===== config.mk =====
export PLATFORM = sky130hd
export DESIGN_NAME = mrp_memory_control
export DESIGN_NICKNAME = d
export VERILOG_FILES = /design/src/design/mrp_pkg.sv /design/src/design/mrp_memory_control.sv /design/src/design/mrp_byte_parity.sv
export SDC_FILE = /design/constraint.sdc
export NUM_CORES = 1
export LEC_CHECK = 0
export BUFFER_PORTS_ARGS = -buffer_cell sky130_fd_sc_hd__buf_4
export CORE_MARGIN = 2
export CORE_UTILIZATION = 40
export DETAILED_ROUTE_END_ITERATION = 6
export GPL_ROUTABILITY_DRIVEN = 0
export PLACE_DENSITY = 0.68
export SLEW_MARGIN = 20
export SYNTH_ARGS = -nofsm -noshare
export SYNTH_HDL_FRONTEND = slang
export SYNTH_SLANG_ARGS = --single-unit
export TNS_END_PERCENT = 20

===== constraint.sdc =====
create_clock -name sys_clk -period 6.13 [get_ports sys_clk]
set_input_delay 1.226 -clock sys_clk [delete_from_list [all_inputs] [get_ports sys_clk]]
set_output_delay 1.226 -clock sys_clk [all_outputs]
set_load 0.01 [all_outputs]

===== src/design/mrp_pkg.sv =====
// Purpose: shared constants for the memory refresh, precharge and parity controller
// Assumes: byte addresses, 16-bit data words stored as 18 bits with two byte parity bits
// Notes:   all offsets, field positions, reset values and timing counts live here
package mrp_pkg;
	// address and data geometry
	localparam int ADDR_W        = 18;
	localparam int WADDR_W       = ADDR_W - 1;
	localparam int DATA_W        = 16;
	localparam int WORD_W        = 18;
	localparam int LOW_PAR_BIT   = 16;
	localparam int HIGH_PAR_BIT  = 17;
	localparam int BANK_W        = 4;
	// refresh timing
	localparam int REFRESH_ROWS      = 32;
	localparam int ROW_W             = 5;
	localparam int REFRESH_PERIOD_NS = 1000000;
	localparam int CLK_PERIOD_NS     = 4;
	// longest spacing, so rounded down
	localparam int REFRESH_INTERVAL_CYC = REFRESH_PERIOD_NS / (CLK_PERIOD_NS * REFRESH_ROWS);
	// access phase lengths in cycles
	localparam int PRECHARGE_CYC_DEF = 3;
	localparam int ACCESS_CYC_DEF    = 3;
	// parity control register fields
	localparam int         PCR_W          = 3;
	localparam int         PCR_REPORT_BIT = 0;
	localparam int         PCR_ODD_BIT    = 1;
	localparam int         PCR_ERR_BIT    = 2;
	localparam logic [2:0] PCR_RESET      = 3'h0;
	// upper word-address bits of the parity register in the peripheral I/O page
	localparam logic [12:0] PARREG_IO_BASE = 13'h1f80;
	// access sequencer states
	typedef enum logic [5:0] {
		ST_IDLE   = 6'h01,
		ST_PRECH  = 6'h02,
		ST_ACCESS = 6'h04,
		ST_CHECK  = 6'h08,
		ST_REGOP  = 6'h10,
		ST_DONE   = 6'h20
	} mrp_state_t;
endpackage


===== src/design/mrp_memory_control.sv =====
// Purpose: refresh, precharge, parity and diagnostic register of a two-port memory controller
// Assumes: requests held until done, matrix data valid by end of the access phase
// Notes:   refresh has top priority outside a paused-read hold, then processor port, then peripheral bus
//
// Summary of operation
// dynamic mode: 32 row refreshes per millisecond
// refresh requests arbitrate, top priority outside a paused-read hold
// precharge every read and write except paused write; refresh never precharges
// static mode: no refresh, no precharge
// word write: parity bits 16 and 17
// byte write: only that byte and parity
// processor reads checked after latch, flagged
// peripheral writes with forced parity, reads checked
// even parity normal; odd causes read error
// three-bit parity control register
// register address from lowest memory address
// peripheral bus reads and writes register
// error reported only when reporting enabled
// row counter wraps; refreshes evenly spaced
`timescale 1ns/10ps
module mrp_memory_control #(
	parameter logic [mrp_pkg::ADDR_W-1:0] MEM_BASE         = 18'h00000,
	parameter int                         REFRESH_INTERVAL = mrp_pkg::REFRESH_INTERVAL_CYC,
	parameter int                         PRECHARGE_CYC    = mrp_pkg::PRECHARGE_CYC_DEF,
	parameter int                         ACCESS_CYC       = mrp_pkg::ACCESS_CYC_DEF
) (
	// clock and reset
	input  wire logic                         sys_clk,
	input  wire logic                         reset_n,
	// matrix type strap, high for static bipolar matrices
	input  wire logic                         staticMatrixPin,
	// processor port
	input  wire logic                         procReq,
	input  wire logic                         procWrite,
	input  wire logic                         procByte,
	input  wire logic                         procPause,
	input  wire logic [mrp_pkg::ADDR_W-1:0]   procAddr,
	input  wire logic [mrp_pkg::DATA_W-1:0]   procWdata,
	output logic                              procDone,
	output logic [mrp_pkg::DATA_W-1:0]        procRdata,
	output logic                              procParityErr,
	// peripheral bus port
	input  wire logic                         periReq,
	input  wire logic                         periWrite,
	input  wire logic                         periByte,
	input  wire logic                         periIoSel,
	input  wire logic [mrp_pkg::ADDR_W-1:0]   periAddr,
	input  wire logic [mrp_pkg::DATA_W-1:0]   periWdata,
	output logic                              periDone,
	output logic [mrp_pkg::DATA_W-1:0]        periRdata,
	// memory matrix bus
	output logic                              memSelect,
	output logic                              memWriteEn,
	output logic                              memRefresh,
	output logic [1:0]                        memByteEn,
	output logic [mrp_pkg::WADDR_W-1:0]       memAddr,
	output logic [mrp_pkg::WORD_W-1:0]        memWdata,
	input  wire logic [mrp_pkg::WORD_W-1:0]   memRdata
);
	localparam int TICK_W = $clog2(REFRESH_INTERVAL + 1);
	localparam int IOHI_W = mrp_pkg::WADDR_W - mrp_pkg::BANK_W;

	mrp_pkg::mrp_state_t state;
	mrp_pkg::mrp_state_t next_state;

	logic                          staticSync1;
	logic                          staticMode;
	logic [TICK_W-1:0]             tickCnt;
	logic                          refreshPending;
	logic [mrp_pkg::ROW_W-1:0]     rowCnt;
	logic [7:0]                    phaseCnt;
	logic                          curWrite;
	logic                          curSrcProc;
	logic                          curRefresh;
	logic                          curPause;
	logic                          curRegLow;
	logic                          pauseHeld;
	logic [mrp_pkg::WORD_W-1:0]    readWord;
	logic [mrp_pkg::PCR_W-1:0]     parityCtl;

	// two flops on the strap: it is an asynchronous pin level
	always_ff @(posedge sys_clk or negedge reset_n) begin
		if (!reset_n) begin
			staticSync1 <= 1'b0;
			staticMode  <= 1'b0;
		end else begin
			staticSync1 <= staticMatrixPin;
			staticMode  <= staticSync1;
		end
	end

	// arbitration: a paused read locks out everyone but the processor
	wire idle          = (state == mrp_pkg::ST_IDLE);
	wire tickHit       = (tickCnt == TICK_W'(REFRESH_INTERVAL - 1));
	wire refreshGrant  = idle & refreshPending & ~pauseHeld;
	wire procGrant     = idle & procReq & ~refreshGrant;
	wire regHit        = periIoSel
	                   & (periAddr[mrp_pkg::ADDR_W-1:1]
	                      == {mrp_pkg::PARREG_IO_BASE,
	                          MEM_BASE[mrp_pkg::ADDR_W-1 -: mrp_pkg::BANK_W]});
	wire periOurs      = ~periIoSel | regHit;
	wire periGrant     = idle & periReq & periOurs & ~refreshGrant & ~procReq & ~pauseHeld;
	wire periRegGrant  = periGrant & regHit;
	wire periMemGrant  = periGrant & ~regHit;
	wire memGrant      = procGrant | periMemGrant;

	// request source selection
	wire                        selWrite = procGrant ? procWrite : periWrite;
	wire                        selByte  = procGrant ? procByte  : periByte;
	wire [mrp_pkg::ADDR_W-1:0]  selAddr  = procGrant ? procAddr  : periAddr;
	wire [mrp_pkg::DATA_W-1:0]  selData  = procGrant ? procWdata : periWdata;
	wire                        lane     = selAddr[0];

	// write parity, both bytes computed, byte enable decides what lands
	logic lowParGen;
	logic highParGen;
	mrp_byte_parity genLow (
		.dataByte  (selData[7:0]),
		.forceOdd  (parityCtl[mrp_pkg::PCR_ODD_BIT]),
		.parityBit (lowParGen)
	);
	mrp_byte_parity genHigh (
		.dataByte  (selData[15:8]),
		.forceOdd  (parityCtl[mrp_pkg::PCR_ODD_BIT]),
		.parityBit (highParGen)
	);
	wire [mrp_pkg::WORD_W-1:0] selWord = {highParGen, lowParGen, selData};
	wire [1:0] selByteEn = selByte ? (lane ? 2'b10 : 2'b01) : 2'b11;

	// the write that closes a paused read reuses the open row, and static parts never precharge
	wire skipPrecharge = staticMode | (procGrant & pauseHeld & procWrite);

	// read checking always uses the even sense against the stored bits
	logic lowParChk;
	logic highParChk;
	mrp_byte_parity chkLow (
		.dataByte  (readWord[7:0]),
		.forceOdd  (1'b0),
		.parityBit (lowParChk)
	);
	mrp_byte_parity chkHigh (
		.dataByte  (readWord[15:8]),
		.forceOdd  (1'b0),
		.parityBit (highParChk)
	);
	wire parMismatch = (lowParChk  != readWord[mrp_pkg::LOW_PAR_BIT])
	                 | (highParChk != readWord[mrp_pkg::HIGH_PAR_BIT]);
	wire inCheck     = (state == mrp_pkg::ST_CHECK);
	wire parEvent    = inCheck & parMismatch;

	// phase timing
	wire precharged = (phaseCnt == 8'(PRECHARGE_CYC - 1));
	wire accessed   = (phaseCnt == 8'(ACCESS_CYC - 1));

	// sequencer next state
	always_comb begin
		next_state = state;
		case (state)
			mrp_pkg::ST_IDLE: begin
				if (refreshGrant) begin
					next_state = mrp_pkg::ST_ACCESS;
				end else if (periRegGrant) begin
					next_state = mrp_pkg::ST_REGOP;
				end else if (memGrant) begin
					next_state = skipPrecharge ? mrp_pkg::ST_ACCESS : mrp_pkg::ST_PRECH;
				end
			end
			mrp_pkg::ST_PRECH: begin
				if (precharged) begin
					next_state = mrp_pkg::ST_ACCESS;
				end
			end
			mrp_pkg::ST_ACCESS: begin
				if (accessed) begin
					next_state = (curWrite | curRefresh) ? mrp_pkg::ST_DONE : mrp_pkg::ST_CHECK;
				end
			end
			mrp_pkg::ST_CHECK: begin
				next_state = mrp_pkg::ST_DONE;
			end
			mrp_pkg::ST_REGOP: begin
				next_state = mrp_pkg::ST_DONE;
			end
			mrp_pkg::ST_DONE: begin
				next_state = mrp_pkg::ST_IDLE;
			end
			default: begin
				next_state = mrp_pkg::ST_IDLE;
			end
		endcase
	end

	wire enterAccess = (next_state == mrp_pkg::ST_ACCESS);
	wire enterDone   = (next_state == mrp_pkg::ST_DONE);
	wire writeNext   = idle ? (selWrite & memGrant) : curWrite;

	// state register and phase counter, restarted on every state change
	always_ff @(posedge sys_clk or negedge reset_n) begin
		if (!reset_n) begin
			state    <= mrp_pkg::ST_IDLE;
			phaseCnt <= 8'h00;
		end else begin
			state    <= next_state;
			phaseCnt <= (next_state != state) ? 8'h00 : phaseCnt + 8'h01;
		end
	end

	// refresh pacing: one row per interval keeps the spread even under heavy traffic
	always_ff @(posedge sys_clk or negedge reset_n) begin
		if (!reset_n) begin
			tickCnt <= '0;
		end else if (staticMode || tickHit) begin
			tickCnt <= '0;
		end else begin
			tickCnt <= tickCnt + TICK_W'(1);
		end
	end

	// a new tick wins over the grant that clears the pending flag
	always_ff @(posedge sys_clk or negedge reset_n) begin
		if (!reset_n) begin
			refreshPending <= 1'b0;
			rowCnt         <= '0;
		end else begin
			refreshPending <= ~staticMode & (tickHit | (refreshPending & ~refreshGrant));
			if (refreshGrant) begin
				rowCnt <= rowCnt + mrp_pkg::ROW_W'(1);
			end
		end
	end

	// request latch at grant time
	always_ff @(posedge sys_clk or negedge reset_n) begin
		if (!reset_n) begin
			curWrite   <= 1'b0;
			curSrcProc <= 1'b0;
			curRefresh <= 1'b0;
			curPause   <= 1'b0;
			curRegLow  <= 1'b0;
		end else if (refreshGrant || memGrant || periRegGrant) begin
			curWrite   <= selWrite & ~refreshGrant;
			curSrcProc <= procGrant;
			curRefresh <= refreshGrant;
			curPause   <= procGrant & procPause & ~procWrite;
			curRegLow  <= periRegGrant & periWrite & ~(periByte & periAddr[0]);
		end
	end

	// matrix address and write word; refresh drives the row counter instead
	always_ff @(posedge sys_clk or negedge reset_n) begin
		if (!reset_n) begin
			memAddr    <= '0;
			memWdata   <= '0;
			memByteEn  <= 2'b00;
			memRefresh <= 1'b0;
		end else if (refreshGrant) begin
			memAddr    <= {(mrp_pkg::WADDR_W - mrp_pkg::ROW_W)'(0), rowCnt};
			memByteEn  <= 2'b00;
			memRefresh <= 1'b1;
		end else if (memGrant) begin
			memAddr    <= selAddr[mrp_pkg::ADDR_W-1:1];
			memWdata   <= selWord;
			memByteEn  <= selByteEn;
			memRefresh <= 1'b0;
		end
	end

	// strobes are high for the whole access phase
	always_ff @(posedge sys_clk or negedge reset_n) begin
		if (!reset_n) begin
			memSelect  <= 1'b0;
			memWriteEn <= 1'b0;
		end else begin
			memSelect  <= enterAccess;
			memWriteEn <= enterAccess & writeNext;
		end
	end

	// read word latched at the end of the access, checked in the next cycle
	always_ff @(posedge sys_clk or negedge reset_n) begin
		if (!reset_n) begin
			readWord <= '0;
		end else if ((state == mrp_pkg::ST_ACCESS) && accessed && !curWrite && !curRefresh) begin
			readWord <= memRdata;
		end
	end

	// paused read holds the memory for the processor's write; an error cancels the hold
	always_ff @(posedge sys_clk or negedge reset_n) begin
		if (!reset_n) begin
			pauseHeld <= 1'b0;
		end else if (procGrant) begin
			pauseHeld <= 1'b0;
		end else if (inCheck && curPause) begin
			pauseHeld <= ~parMismatch;
		end
	end

	// parity control register; a new error wins over software clearing the flag
	wire regWr = (state == mrp_pkg::ST_REGOP) & curRegLow;
	always_ff @(posedge sys_clk or negedge reset_n) begin
		if (!reset_n) begin
			parityCtl <= mrp_pkg::PCR_RESET;
		end else begin
			if (regWr) begin
				parityCtl[mrp_pkg::PCR_REPORT_BIT] <= periWdata[mrp_pkg::PCR_REPORT_BIT];
				parityCtl[mrp_pkg::PCR_ODD_BIT]    <= periWdata[mrp_pkg::PCR_ODD_BIT];
			end
			parityCtl[mrp_pkg::PCR_ERR_BIT] <= parEvent
			                                 | (regWr ? periWdata[mrp_pkg::PCR_ERR_BIT]
			                                          : parityCtl[mrp_pkg::PCR_ERR_BIT]);
		end
	end

	// answers to the two ports, each for one cycle in the done state
	always_ff @(posedge sys_clk or negedge reset_n) begin
		if (!reset_n) begin
			procDone      <= 1'b0;
			periDone      <= 1'b0;
			procParityErr <= 1'b0;
		end else begin
			procDone      <= enterDone & curSrcProc & ~curRefresh;
			periDone      <= enterDone & ~curSrcProc & ~curRefresh;
			procParityErr <= parEvent & curSrcProc & parityCtl[mrp_pkg::PCR_REPORT_BIT];
		end
	end

	// read data returned to whichever port asked
	always_ff @(posedge sys_clk or negedge reset_n) begin
		if (!reset_n) begin
			procRdata <= '0;
			periRdata <= '0;
		end else if (inCheck && curSrcProc) begin
			procRdata <= readWord[mrp_pkg::DATA_W-1:0];
		end else if (inCheck) begin
			periRdata <= readWord[mrp_pkg::DATA_W-1:0];
		end else if (state == mrp_pkg::ST_REGOP) begin
			periRdata <= {(mrp_pkg::DATA_W - mrp_pkg::PCR_W)'(0), parityCtl};
		end
	end
endmodule


===== src/design/mrp_byte_parity.sv =====
// Purpose: parity bit for one data byte
// Assumes: pure combinational, used for generation and for checking
// Notes:   even sense makes byte plus parity bit hold an even count of ones
`timescale 1ns/10ps
module mrp_byte_parity (
	// data in
	input  wire logic [7:0] dataByte,
	input  wire logic       forceOdd,
	// parity out
	output logic            parityBit
);
	// odd sense is only for planting deliberate errors
	assign parityBit = (^dataByte) ^ forceOdd;
endmodule


==> flow_summary.ini, run 1 <==
[hold_path]
min_path_type = reg2reg
worstHoldPathCells = 0
min-delay-start = staticSync1$_DFF_PN0_
whs_endpoint = staticMode$_DFF_PN0_

[job]
drv_cap = 0

[cts]
htree_levels = 4
cts_sinks = 137
cts.repair.resized = 0
postCtsSetupBuffers = 0
cts_hold_buf = 0
path_clk_slew_ns = 0.06
cts_tree = built
clk_path_buf_depth = 2
clk_latency_ns = 0.42
cts_made_buffers = 17
clockRootBuffer = clkbuf_16

[global_route]
grt_pass1_wl_um = 25400
overflow = 0
grt_pass1_vias = 5000
grt_use_total = 0.193
grt_max_degree = 87
antenna_found_initial = 0

[floorplanning]
start_util = 0.406
die_area_mm2 = 0.0171
ios = 172
core_mm2 = 0.0158
row_count = 46
die_w_um = 131
die_height_um = 131

[power_and_ir_drop]
comb_power_share = 0.338
power_frac_clock = 0.289
p_int_uw = 2290
power_frac_seq = 0.373
power_per_cell_area_mw_per_mm2 = 406
total_power_uw = 3450
power.share.switching = 0.336
irDropWorstVdd_mv = 0.230
p_leak_uw = 0.00429
p_switching_uw = 1160

[routing]
vias_per_cell = 5.03
wire_per_inst_um = 16.1
first_pass_iters = 4
vias = 4900
drt_iter0_drc = 221
drcViolationCount = 0
wl_um = 15700
ant_nets = 0

[final_layout]
area_delta_synth_final_pct = 32.1
final_area_mm2 = 0.00850
mostFrequentLayoutCells = buf_4, dfrtp_1, nand2_1
utilization = 0.537
fin_cells = 974
diodes = 0
final_common_cell = buf_4
fin_nets = 846
drive_above_1_share = 0.338

[place]
post_dp_cell_area_mm2 = 0.00791
portBuffers = 171
place_inst = 942
dpl.hpwl_um = 11200

[logic_synthesis]
seq_area_frac_synth = 0.533
synth.distinct_cells = 54
ys_ff_latch = 137
syn_area_per_cell_um2 = 11.2
synthCells = 576
netlist_area_mm2 = 0.00643
syn_nets = 677
ys_warn_count = 0

[worst_setup_path]
max_stage_delay_ns = 0.74
rr_startpoint = state[2]$_DFF_PN0_
worstRegToRegCells = 6
cp.arrival_ns = 3.16
cp_cell_sequence = nor4_2 > nand4_1 > buf_4 > mux2i_1 > nor3b_1 > a21oi_1
crit_fanout = 30
r2r_setup_slack_ns = 3.25
critPathTopFamily = simple AND/OR/NAND/NOR gates
crit_type = reg2reg
r2r_end = memByteEn[1]$_DFFE_PN0P_
end_kind = flop
slowest_stage = nand4_1
path_buf_inv = 1
startpoint_type = flop
cp.required_ns = 6.40

[timing]
hold_viol = 0
slew_headroom = 0.342
setup_viol = 0
tightestPinTransition_ns = 0.983
finalSetupTns_ns = 0
rsz0062_at_grt = no
skew_ns = 0.00835
final.min_clock_period_ns = 2.88
slew_viol_final = 0
fin_crit_sh = 0.470
max_freq_mhz = 347

[outcome]
status = finished, final reports clean
[cell families after synthesis]
| kind of cell | synth area share |
|---|---|
| compound gates | 0.0690 |
| xor+xnor | 0.0885 |
| buf+inv | 0.0196 |
| mux | 0.125 |
| simple gates | 0.157 |
| fa+ha+maj | 0.00778 |
| flops | 0.533 |
[worst max path at each step]
stage | depth (start not counted) | end | slack, ns | start
finish | 6 | memByteEn[1]$_DFFE_PN0P_ | 3.25 | state[2]$_DFF_PN0_
detailed placement | 7 | memAddr[0]$_DFFE_PN0P_ | 2.72 | periReq
global placement | 7 | memAddr[2]$_DFFE_PN0P_ | 2.80 | periReq
CTS | 7 | memAddr[3]$_DFFE_PN0P_ | 3.16 | periReq
global route | 7 | memWdata[17]$_DFFE_PN0P_ | 2.96 | state[2]$_DFF_PN0_
floorplan | 6 | curWrite$_DFFE_PN0P_ | 3.33 | procReq
[registers in the layout, summed over array words and instances (netlist names), 2 cells and up]
signal / flops
procRdata: 16
parityCtl: 3
readWord: 18
memByteEn: 2
phaseCnt: 8
tickCnt: 13
state: 6
memAddr: 17
memWdata: 18
periRdata: 16
rowCnt: 5
[synth_stat cells (all sizes together)]
master  count  area, um2
mux2       38        465
nor4b       2       17.5
nand2b      5       31.3
nand4b      3       26.3
a31oi       1       6.26
and4        1       8.76
nand3      39        208
a221o       6       60.1
a21boi      1       18.8
o211ai      2       15.0
dfstp       1       26.3
nor2       39        146
and2        3       20.0
and3        7       43.8
inv         6       22.5
nor3        2       10.0
and3b       1       8.76
o21ai      34        170
o21bai      1       7.51
nand3b      5       41.3
xnor2      51        447
nand4       5       37.5
nor2b       1       6.26
nor4        7       86.3
o22ai       4       25.0
a21o        2       15.0
mux2i      34        340
xor2       14        123
or3         1       6.26
ha          4       50.1
dfrtp     136       3400
or4         1       11.3
o311ai      2       35.0
nand2      77        292
o31ai       1       7.51
buf         8       43.8
clkbuf     16       60.1
nor3b       1       7.51
a32o        2       20.0
a21oi      11       55.1
a31o        1       8.76
[metrics by stage]
| step | setup WS [ns] | hold slack, ns |
|---|---|---|
| 6_report | 3.25 | 0.365 |
| 3_5_place_dp | 2.72 | 0.342 |
| 2_1_floorplan | 3.33 | 0.331 |
| 4_1_cts | 3.16 | 0.366 |
| 3_3_place_gp | 2.80 | 0.345 |
| 5_1_grt | 2.96 | 0.369 |
[power by group through the flow]
stage               combinational, uW  sequential [uW]  clock, uW
finish                           1170             1290        997
global route                     1290             1320       1060
CTS                              1180             1290       1020
detailed placement               1180             1300          0
global placement                 1150             1290          0
floorplan                         712             1320          0
[routing by layer]
metal  share of wire  vias up  global-route usage
met5               0        -                   0
met2            0.51      112               0.320
met3           0.051       15              0.0586
li1                -     2341                   -
met4           0.012        0              0.0620
met1            0.43     2432               0.244
[cell type report]
cell class / instances / area, um2
well taps: 216 / 270
clock buffers: 21 / 470
inverters: 6 / 22.5
repair buffers: 174 / 1310
fillers: 1397 / 7330
clock inverters: 11 / 111
multi-input cells: 409 / 2890
flip-flops and latches: 137 / 3430
No activity file was read; power rests on OpenSTA's default activity.
==> inputs of run 2 (changes only) <==
ABC_AREA = 1   (was unset)
clock period = 2.95 ns   (was 6.13 ns; I/O delays follow)
==> run 2 against run 1 <==
Compared with the run above: die area rose by 4.3%; critical endpoint is now memWdata[16]$_DFFE_PN0P_; sequential power rose by 110%; clock power rose by 110%; critical path type unchanged.
==> flow_summary.ini, run 2 <==
[logic_synthesis]
netlist_area_mm2 = 0.00672
yosysMostFrequentCell = nand2_1
synthTopCellsByArea = dfrtp_1, nand2_1, o21ai_0
synth-edff-count = 0
synth_ff_type = dfrtp_1
async_flop_share = 1.00
synth_common_cells = nand2_1, dfrtp_1, inv_1
ys_warn_count = 0
seq_area_frac_synth = 0.510
synth_top_area_cell = dfrtp_1
syn_nets = 910
synthCells = 809
ys_ff_latch = 137
synth.distinct_cells = 40
syn_area_per_cell_um2 = 8.31
yosys.area.top_type_share = 0.507

[cts]
cts_tree = built
cts_sinks = 137
cts.repair.resized = 0
clk_path_buf_depth = 2
cts_hold_buf = 0
cts_made_buffers = 17
path_clk_slew_ns = 0.06
postCtsSetupBuffers = 0
clk_latency_ns = 0.42
htree_levels = 4
clockRootBuffer = clkbuf_16

[job]
drv_cap = 0

[timing]
setup_slack_ns = 0.577
tightestPinTransition_ns = 0.679
skew_ns = 0.00637
max_freq_mhz = 421
setup_viol = 0
slew_headroom = 0.544
rsz0062_at_grt = no
hold_viol = 0
finalSetupTns_ns = 0
slew_viol_final = 0
fin_crit_sh = 0.804
final.min_clock_period_ns = 2.37

[worst_setup_path]
cp.arrival_ns = 2.68
endpoint = memWdata[16]$_DFFE_PN0P_
crit_start = pauseHeld$_DFFE_PN0P_
cp_cell_sequence = inv_2 > nand2_2 > nand4_4 > buf_4 > o21ai_1 > nand2_1 > nand2_1 > nand2_1 > nand2_1 > nand3_1 > nand3_1 > nand2_1
r2r_end = memWdata[16]$_DFFE_PN0P_
max_stage_delay_ns = 0.38
r2r_setup_slack_ns = 0.58
cp_common_cell = nand2_1
worstRegToRegCells = 12
startpoint_type = flop
crit_type = reg2reg
crit_fanout = 25
end_kind = flop
rr_startpoint = pauseHeld$_DFFE_PN0P_
cp.required_ns = 3.26
slowest_stage = buf_4

[global_route]
overflow = 0
grt_pass1_wl_um = 27200
antenna_found_initial = 0
grt_pass1_vias = 5429
grt_use_total = 0.192
grt_max_degree = 71

[power_and_ir_drop]
power_frac_seq = 0.347
p_switching_uw = 2760
irDropWorstVdd_mv = 0.458
power_frac_clock = 0.274
power.share.switching = 0.358
p_leak_uw = 0.00459
comb_power_share = 0.379
power_per_cell_area_mw_per_mm2 = 874
p_int_uw = 4940
total_power_uw = 7710

[final_layout]
final_common_cell = nand2_1
fillCellCount = 1542
fin_nets = 1082
mostFrequentLayoutCells = nand2_1, buf_4, dfrtp_1
top_regs = memWdata x18, readWord x18, memAddr x17
diodes = 0
area_delta_synth_final_pct = 31.3
drive_above_1_share = 0.247

[floorplanning]
die_w_um = 134
core_mm2 = 0.0165
start_util = 0.407
row_count = 47
ios = 172
die_area_mm2 = 0.0179
die_height_um = 134

[outcome]
status = finished, final reports clean

[place]
dpl.hpwl_um = 12200
portBuffers = 171
pre_cts_slack_ns = 0.514

[routing]
wire_per_inst_um = 13.7
wl_met2_um = 7320
drt_iter0_drc = 324
ant_nets = 0
wl_met1_um = 7710
drcViolationCount = 0
vias_per_cell = 4.85
top_layer = met4
route.met3.wl_um = 1380
wl_um = 16700
vias = 5892
first_pass_iters = 4

[hold_path]
min_path_type = in2async
[run 2: cell type report]
cell class	instances	area [um2]	area share
clock buffers	21	470	0.0533
repair buffers	184	1400	0.158
clock inverters	11	120	0.0136
multi-input cells	550	2790	0.316
flip-flops and latches	137	3430	0.389
inverters	91	342	0.0387
well taps	220	275	0.0312
[run 2: power by group through the flow]
stage,logic (uW),registers [uW],clock network [uW]
after floorplan,1770,2810,0
after global placement,2900,2710,0
after detailed placement,2960,2710,0
after CTS,2960,2680,2160
after global routing,3290,2740,2250
final,2920,2680,2110
[run 2: worst min-delay path by stage]
| stage | from | end | slack [ns] | cells past startpoint |
|---|---|---|---|---|
| 3_3_place_gp | staticSync1$_DFF_PN0_ | staticMode$_DFF_PN0_ | 0.35 | 0 |
| 4_1_cts | reset_n | memWdata[8]$_DFFE_PN0P_ | 0.07 | 1 |
| 2_1_floorplan | reset_n | curPause$_DFFE_PN0P_ | 0.29 | 0 |
| 3_5_place_dp | staticSync1$_DFF_PN0_ | staticMode$_DFF_PN0_ | 0.35 | 0 |
| 6_report | reset_n | memWdata[9]$_DFFE_PN0P_ | 0.07 | 1 |
| 5_1_grt | reset_n | memWdata[9]$_DFFE_PN0P_ | 0.09 | 1 |
[run 2: critical path: cells and delay by family (launching register included)]
| family | cells | cell delay [ns] |
|---|---|---|
| AOI/OAI and AO/OA | 1 | 0.31 |
| buffers and inverters | 2 | 0.44 |
| DFF | 1 | 0.36 |
| and+or+nand+nor | 9 | 1.15 |
[run 2: through the flow]
step | utilization | hold slack [ns] | instance area, um2 | instances
3_5_place_dp | 0.498 | 0.347 | 8230 | 1182
2_1_floorplan | - | 0.294 | 6720 | 809
6_report | 0.534 | 0.0722 | 8820 | 1214
3_3_place_gp | 0.498 | 0.354 | 8230 | 1182
5_1_grt | 0.534 | 0.0859 | 8820 | 1214
4_1_cts | 0.534 | 0.0677 | 8820 | 1214
[run 2: cells by family (layout without fill, tap and decap cells)]
family | Yosys count | count (layout) | share of synthesized area
adder cells (fa/ha/maj) | 4 | 4 | 0.00745
AO/OA/AOI/OAI | 125 | 125 | 0.112
buffers and inverters | 122 | 307 | 0.0750
AND/OR/NAND/NOR | 386 | 386 | 0.247
XOR/XNOR | 22 | 22 | 0.0287
flip-flops | 137 | 137 | 0.510
multiplexers | 13 | 13 | 0.0194
[run 2: per-layer routing]
metal  vias up  track usage
li1       2982            -
met3        21       0.0616
met5         -            0
met4         0       0.0656
met1      2698        0.261
met2       191        0.291
==> inputs of run 3 (changes only) <==
PLACE_DENSITY = 0.7   (was 0.68)
clock period = 2 ns   (was 2.95 ns; I/O delays follow)
==> run 3 against run 2 <==
Compared with the run above: the flow now finishes with violations (negative setup slack); critical path depth did not move; utilization increased by 4.3 points; sequential share of layout area fell by 2.9 points; final cell count increased by 3.2%; count of clock-buffer cells in the layout down 1; register-to-register slack got worse by 0.61 ns; clock skew grew 0.0019 ns; setup slack got worse by 0.61 ns; cell area up 8.0%; sequential cell count stayed put; hold slack improved by 0.019 ns; clock power rose by 56%; critical path type unchanged.
==> flow_summary.ini, run 3 (synthesis gave the netlist of run 2 again) <==
[place]
dpl.hpwl_um = 13000
place_inst = 1210
portBuffers = 171

[timing]
final.min_clock_period_ns = 2.04
setup_slack_ns = -0.0361
slew_headroom = 0.693
rsz0062_at_grt = yes
setup_viol = 1
tightestPinTransition_ns = 0.460
skew_ns = 0.00823
slew_viol_final = 0
hold_viol = 0
fin_crit_sh = 1.02
max_freq_mhz = 491
holdWs_ns = 0.0909

[routing]
drt_iter0_drc = 322
first_pass_iters = 5
wire_per_inst_um = 14.6
drcViolationCount = 0
vias = 6102
ant_nets = 0
vias_per_cell = 4.87
wl_um = 18300

[power_and_ir_drop]
power_per_cell_area_mw_per_mm2 = 1310
total_power_uw = 12500
irDropWorstVdd_mv = 0.674
p_leak_uw = 0.00489

[floorplanning]
row_count = 47
core_mm2 = 0.0165
die_w_um = 134
die_area_mm2 = 0.0179
ios = 172
start_util = 0.407
die_height_um = 134

[final_layout]
utilization = 0.577
mostFrequentLayoutCells = nand2_1, buf_4, dfrtp_1
fin_cells = 1253
fin_nets = 1122
final_common_cell = nand2_1
diodes = 0
area_delta_synth_final_pct = 41.8
drive_above_1_share = 0.321
top_regs = memWdata x18, readWord x18, memAddr x17

[global_route]
antenna_found_initial = 0
grt_max_degree = 48
overflow = 0
grt_pass1_vias = 5906
grt_use_total = 0.201
grt_pass1_wl_um = 28800

[worst_setup_path]
startpoint_type = flop
rr_startpoint = state[3]$_DFF_PN0_
cp.required_ns = 2.31
r2r_end = memWdata[17]$_DFFE_PN0P_
worstRegToRegCells = 12
cp.arrival_ns = 2.35
r2r_setup_slack_ns = -0.04
crit_type = reg2reg
crit_fanout = 7
end_kind = flop

[cts]
path_clk_slew_ns = 0.06
cts_made_buffers = 17
htree_levels = 4
clk_path_buf_depth = 2
clk_latency_ns = 0.42
clockRootBuffer = clkbuf_16
cts_sinks = 137
cts_tree = built

[hold_path]
whs_endpoint = staticSync1$_DFF_PN0_
min-delay-start = staticMatrixPin
worstHoldPathCells = 1
min_path_type = in2reg

[outcome]
status = complete, but fails checks
violations = negative setup slack

[job]
drv_cap = 0
==> run 3: changes by cell type in the layout (fill, tap and decap cells not counted), sizes merged <==
cell | before | now
dlygate4sd3 | 0 | 1
clkbuf | 21 | 24
bufinv | 2 | 4
nand4 | 22 | 23
buf | 184 | 218
clkinvlp | 3 | 2
clkinv | 5 | 4
==> run 3: repair_timing <==
| action | CTS | global route |
|---|---|---|
| setup endpoints to repair | 0 | 31 |
| buffers inserted | 0 | 5 |
| gates resized for setup | 0 | 64 |
| hold buffers | 1 | 0 |
| endpoints found under the hold margin | 40 | 0 |
==> run 3: worst max-delay path by stage <==
| stage | to | slack [ns] | cells after the start | from |
|---|---|---|---|---|
| 6_report | memWdata[17]$_DFFE_PN0P_ | -0.04 | 12 | state[3]$_DFF_PN0_ |
| 5_1_grt | memWdata[17]$_DFFE_PN0P_ | -0.10 | 15 | state[0]$_DFF_PN1_ |
| 4_1_cts | memWdata[16]$_DFFE_PN0P_ | 0.008 | 12 | state[0]$_DFF_PN1_ |
| 3_5_place_dp | phaseCnt[4]$_DFF_PN0_ | -0.03 | 11 | periAddr[15] |
| 3_3_place_gp | phaseCnt[5]$_DFF_PN0_ | -0.04 | 11 | periAddr[13] |
| 2_1_floorplan | memWdata[8]$_DFFE_PN0P_ | 0.12 | 12 | state[0]$_DFF_PN1_ |
==> run 3: cell type report <==
type	count	area, um2
fill	1447	7000
timing repair buffer	223	1840
clock buffer	20	447
clock inverter	11	171
inverter	91	342
multi-input combinational	551	3030
tap	220	275
sequential	137	3430
==> run 3: stage by stage <==
step	setup slack, ns	TNS (ns)	instance area (um2)
CTS	0.00800	0	9120
floorplan	0.118	0	6720
detailed placement	-0.0287	-0.155	8490
finish	-0.0361	-0.0361	9530
global route	-0.101	-0.512	9530
global placement	-0.0368	-0.179	8490
==> run 3: routing by layer <==
| metal | vias to the layer above | track usage | wire [um] |
|---|---|---|---|
| li1 | 3042 | - | - |
| met1 | 2843 | 0.265 | 8080 |
| met2 | 196 | 0.323 | 8720 |
| met3 | 21 | 0.0521 | 1280 |
| met4 | 0 | 0.0680 | 246 |
| met5 | - | 0 | 0 |
==> run 3: worst max-delay path, cell delays in order, from the launching register on <==
cell       delay, ns
dfrtp_1         0.41
nor2_4          0.20
buf_12          0.13
nand4_4         0.19
clkbuf_16       0.23
o21ai_1         0.17
nand2_1         0.11
nand2_1         0.09
nand2_1         0.07
nand2_1         0.11
nand3_1         0.09
nand3_1         0.07
nand2_1         0.05
==> run 3: report_power, final <==
part           switching, uW  internal, uW  total (uW)
clock                   1190          2110        3300
combinational           2800          2410        5210
sequential               441          3500        3950
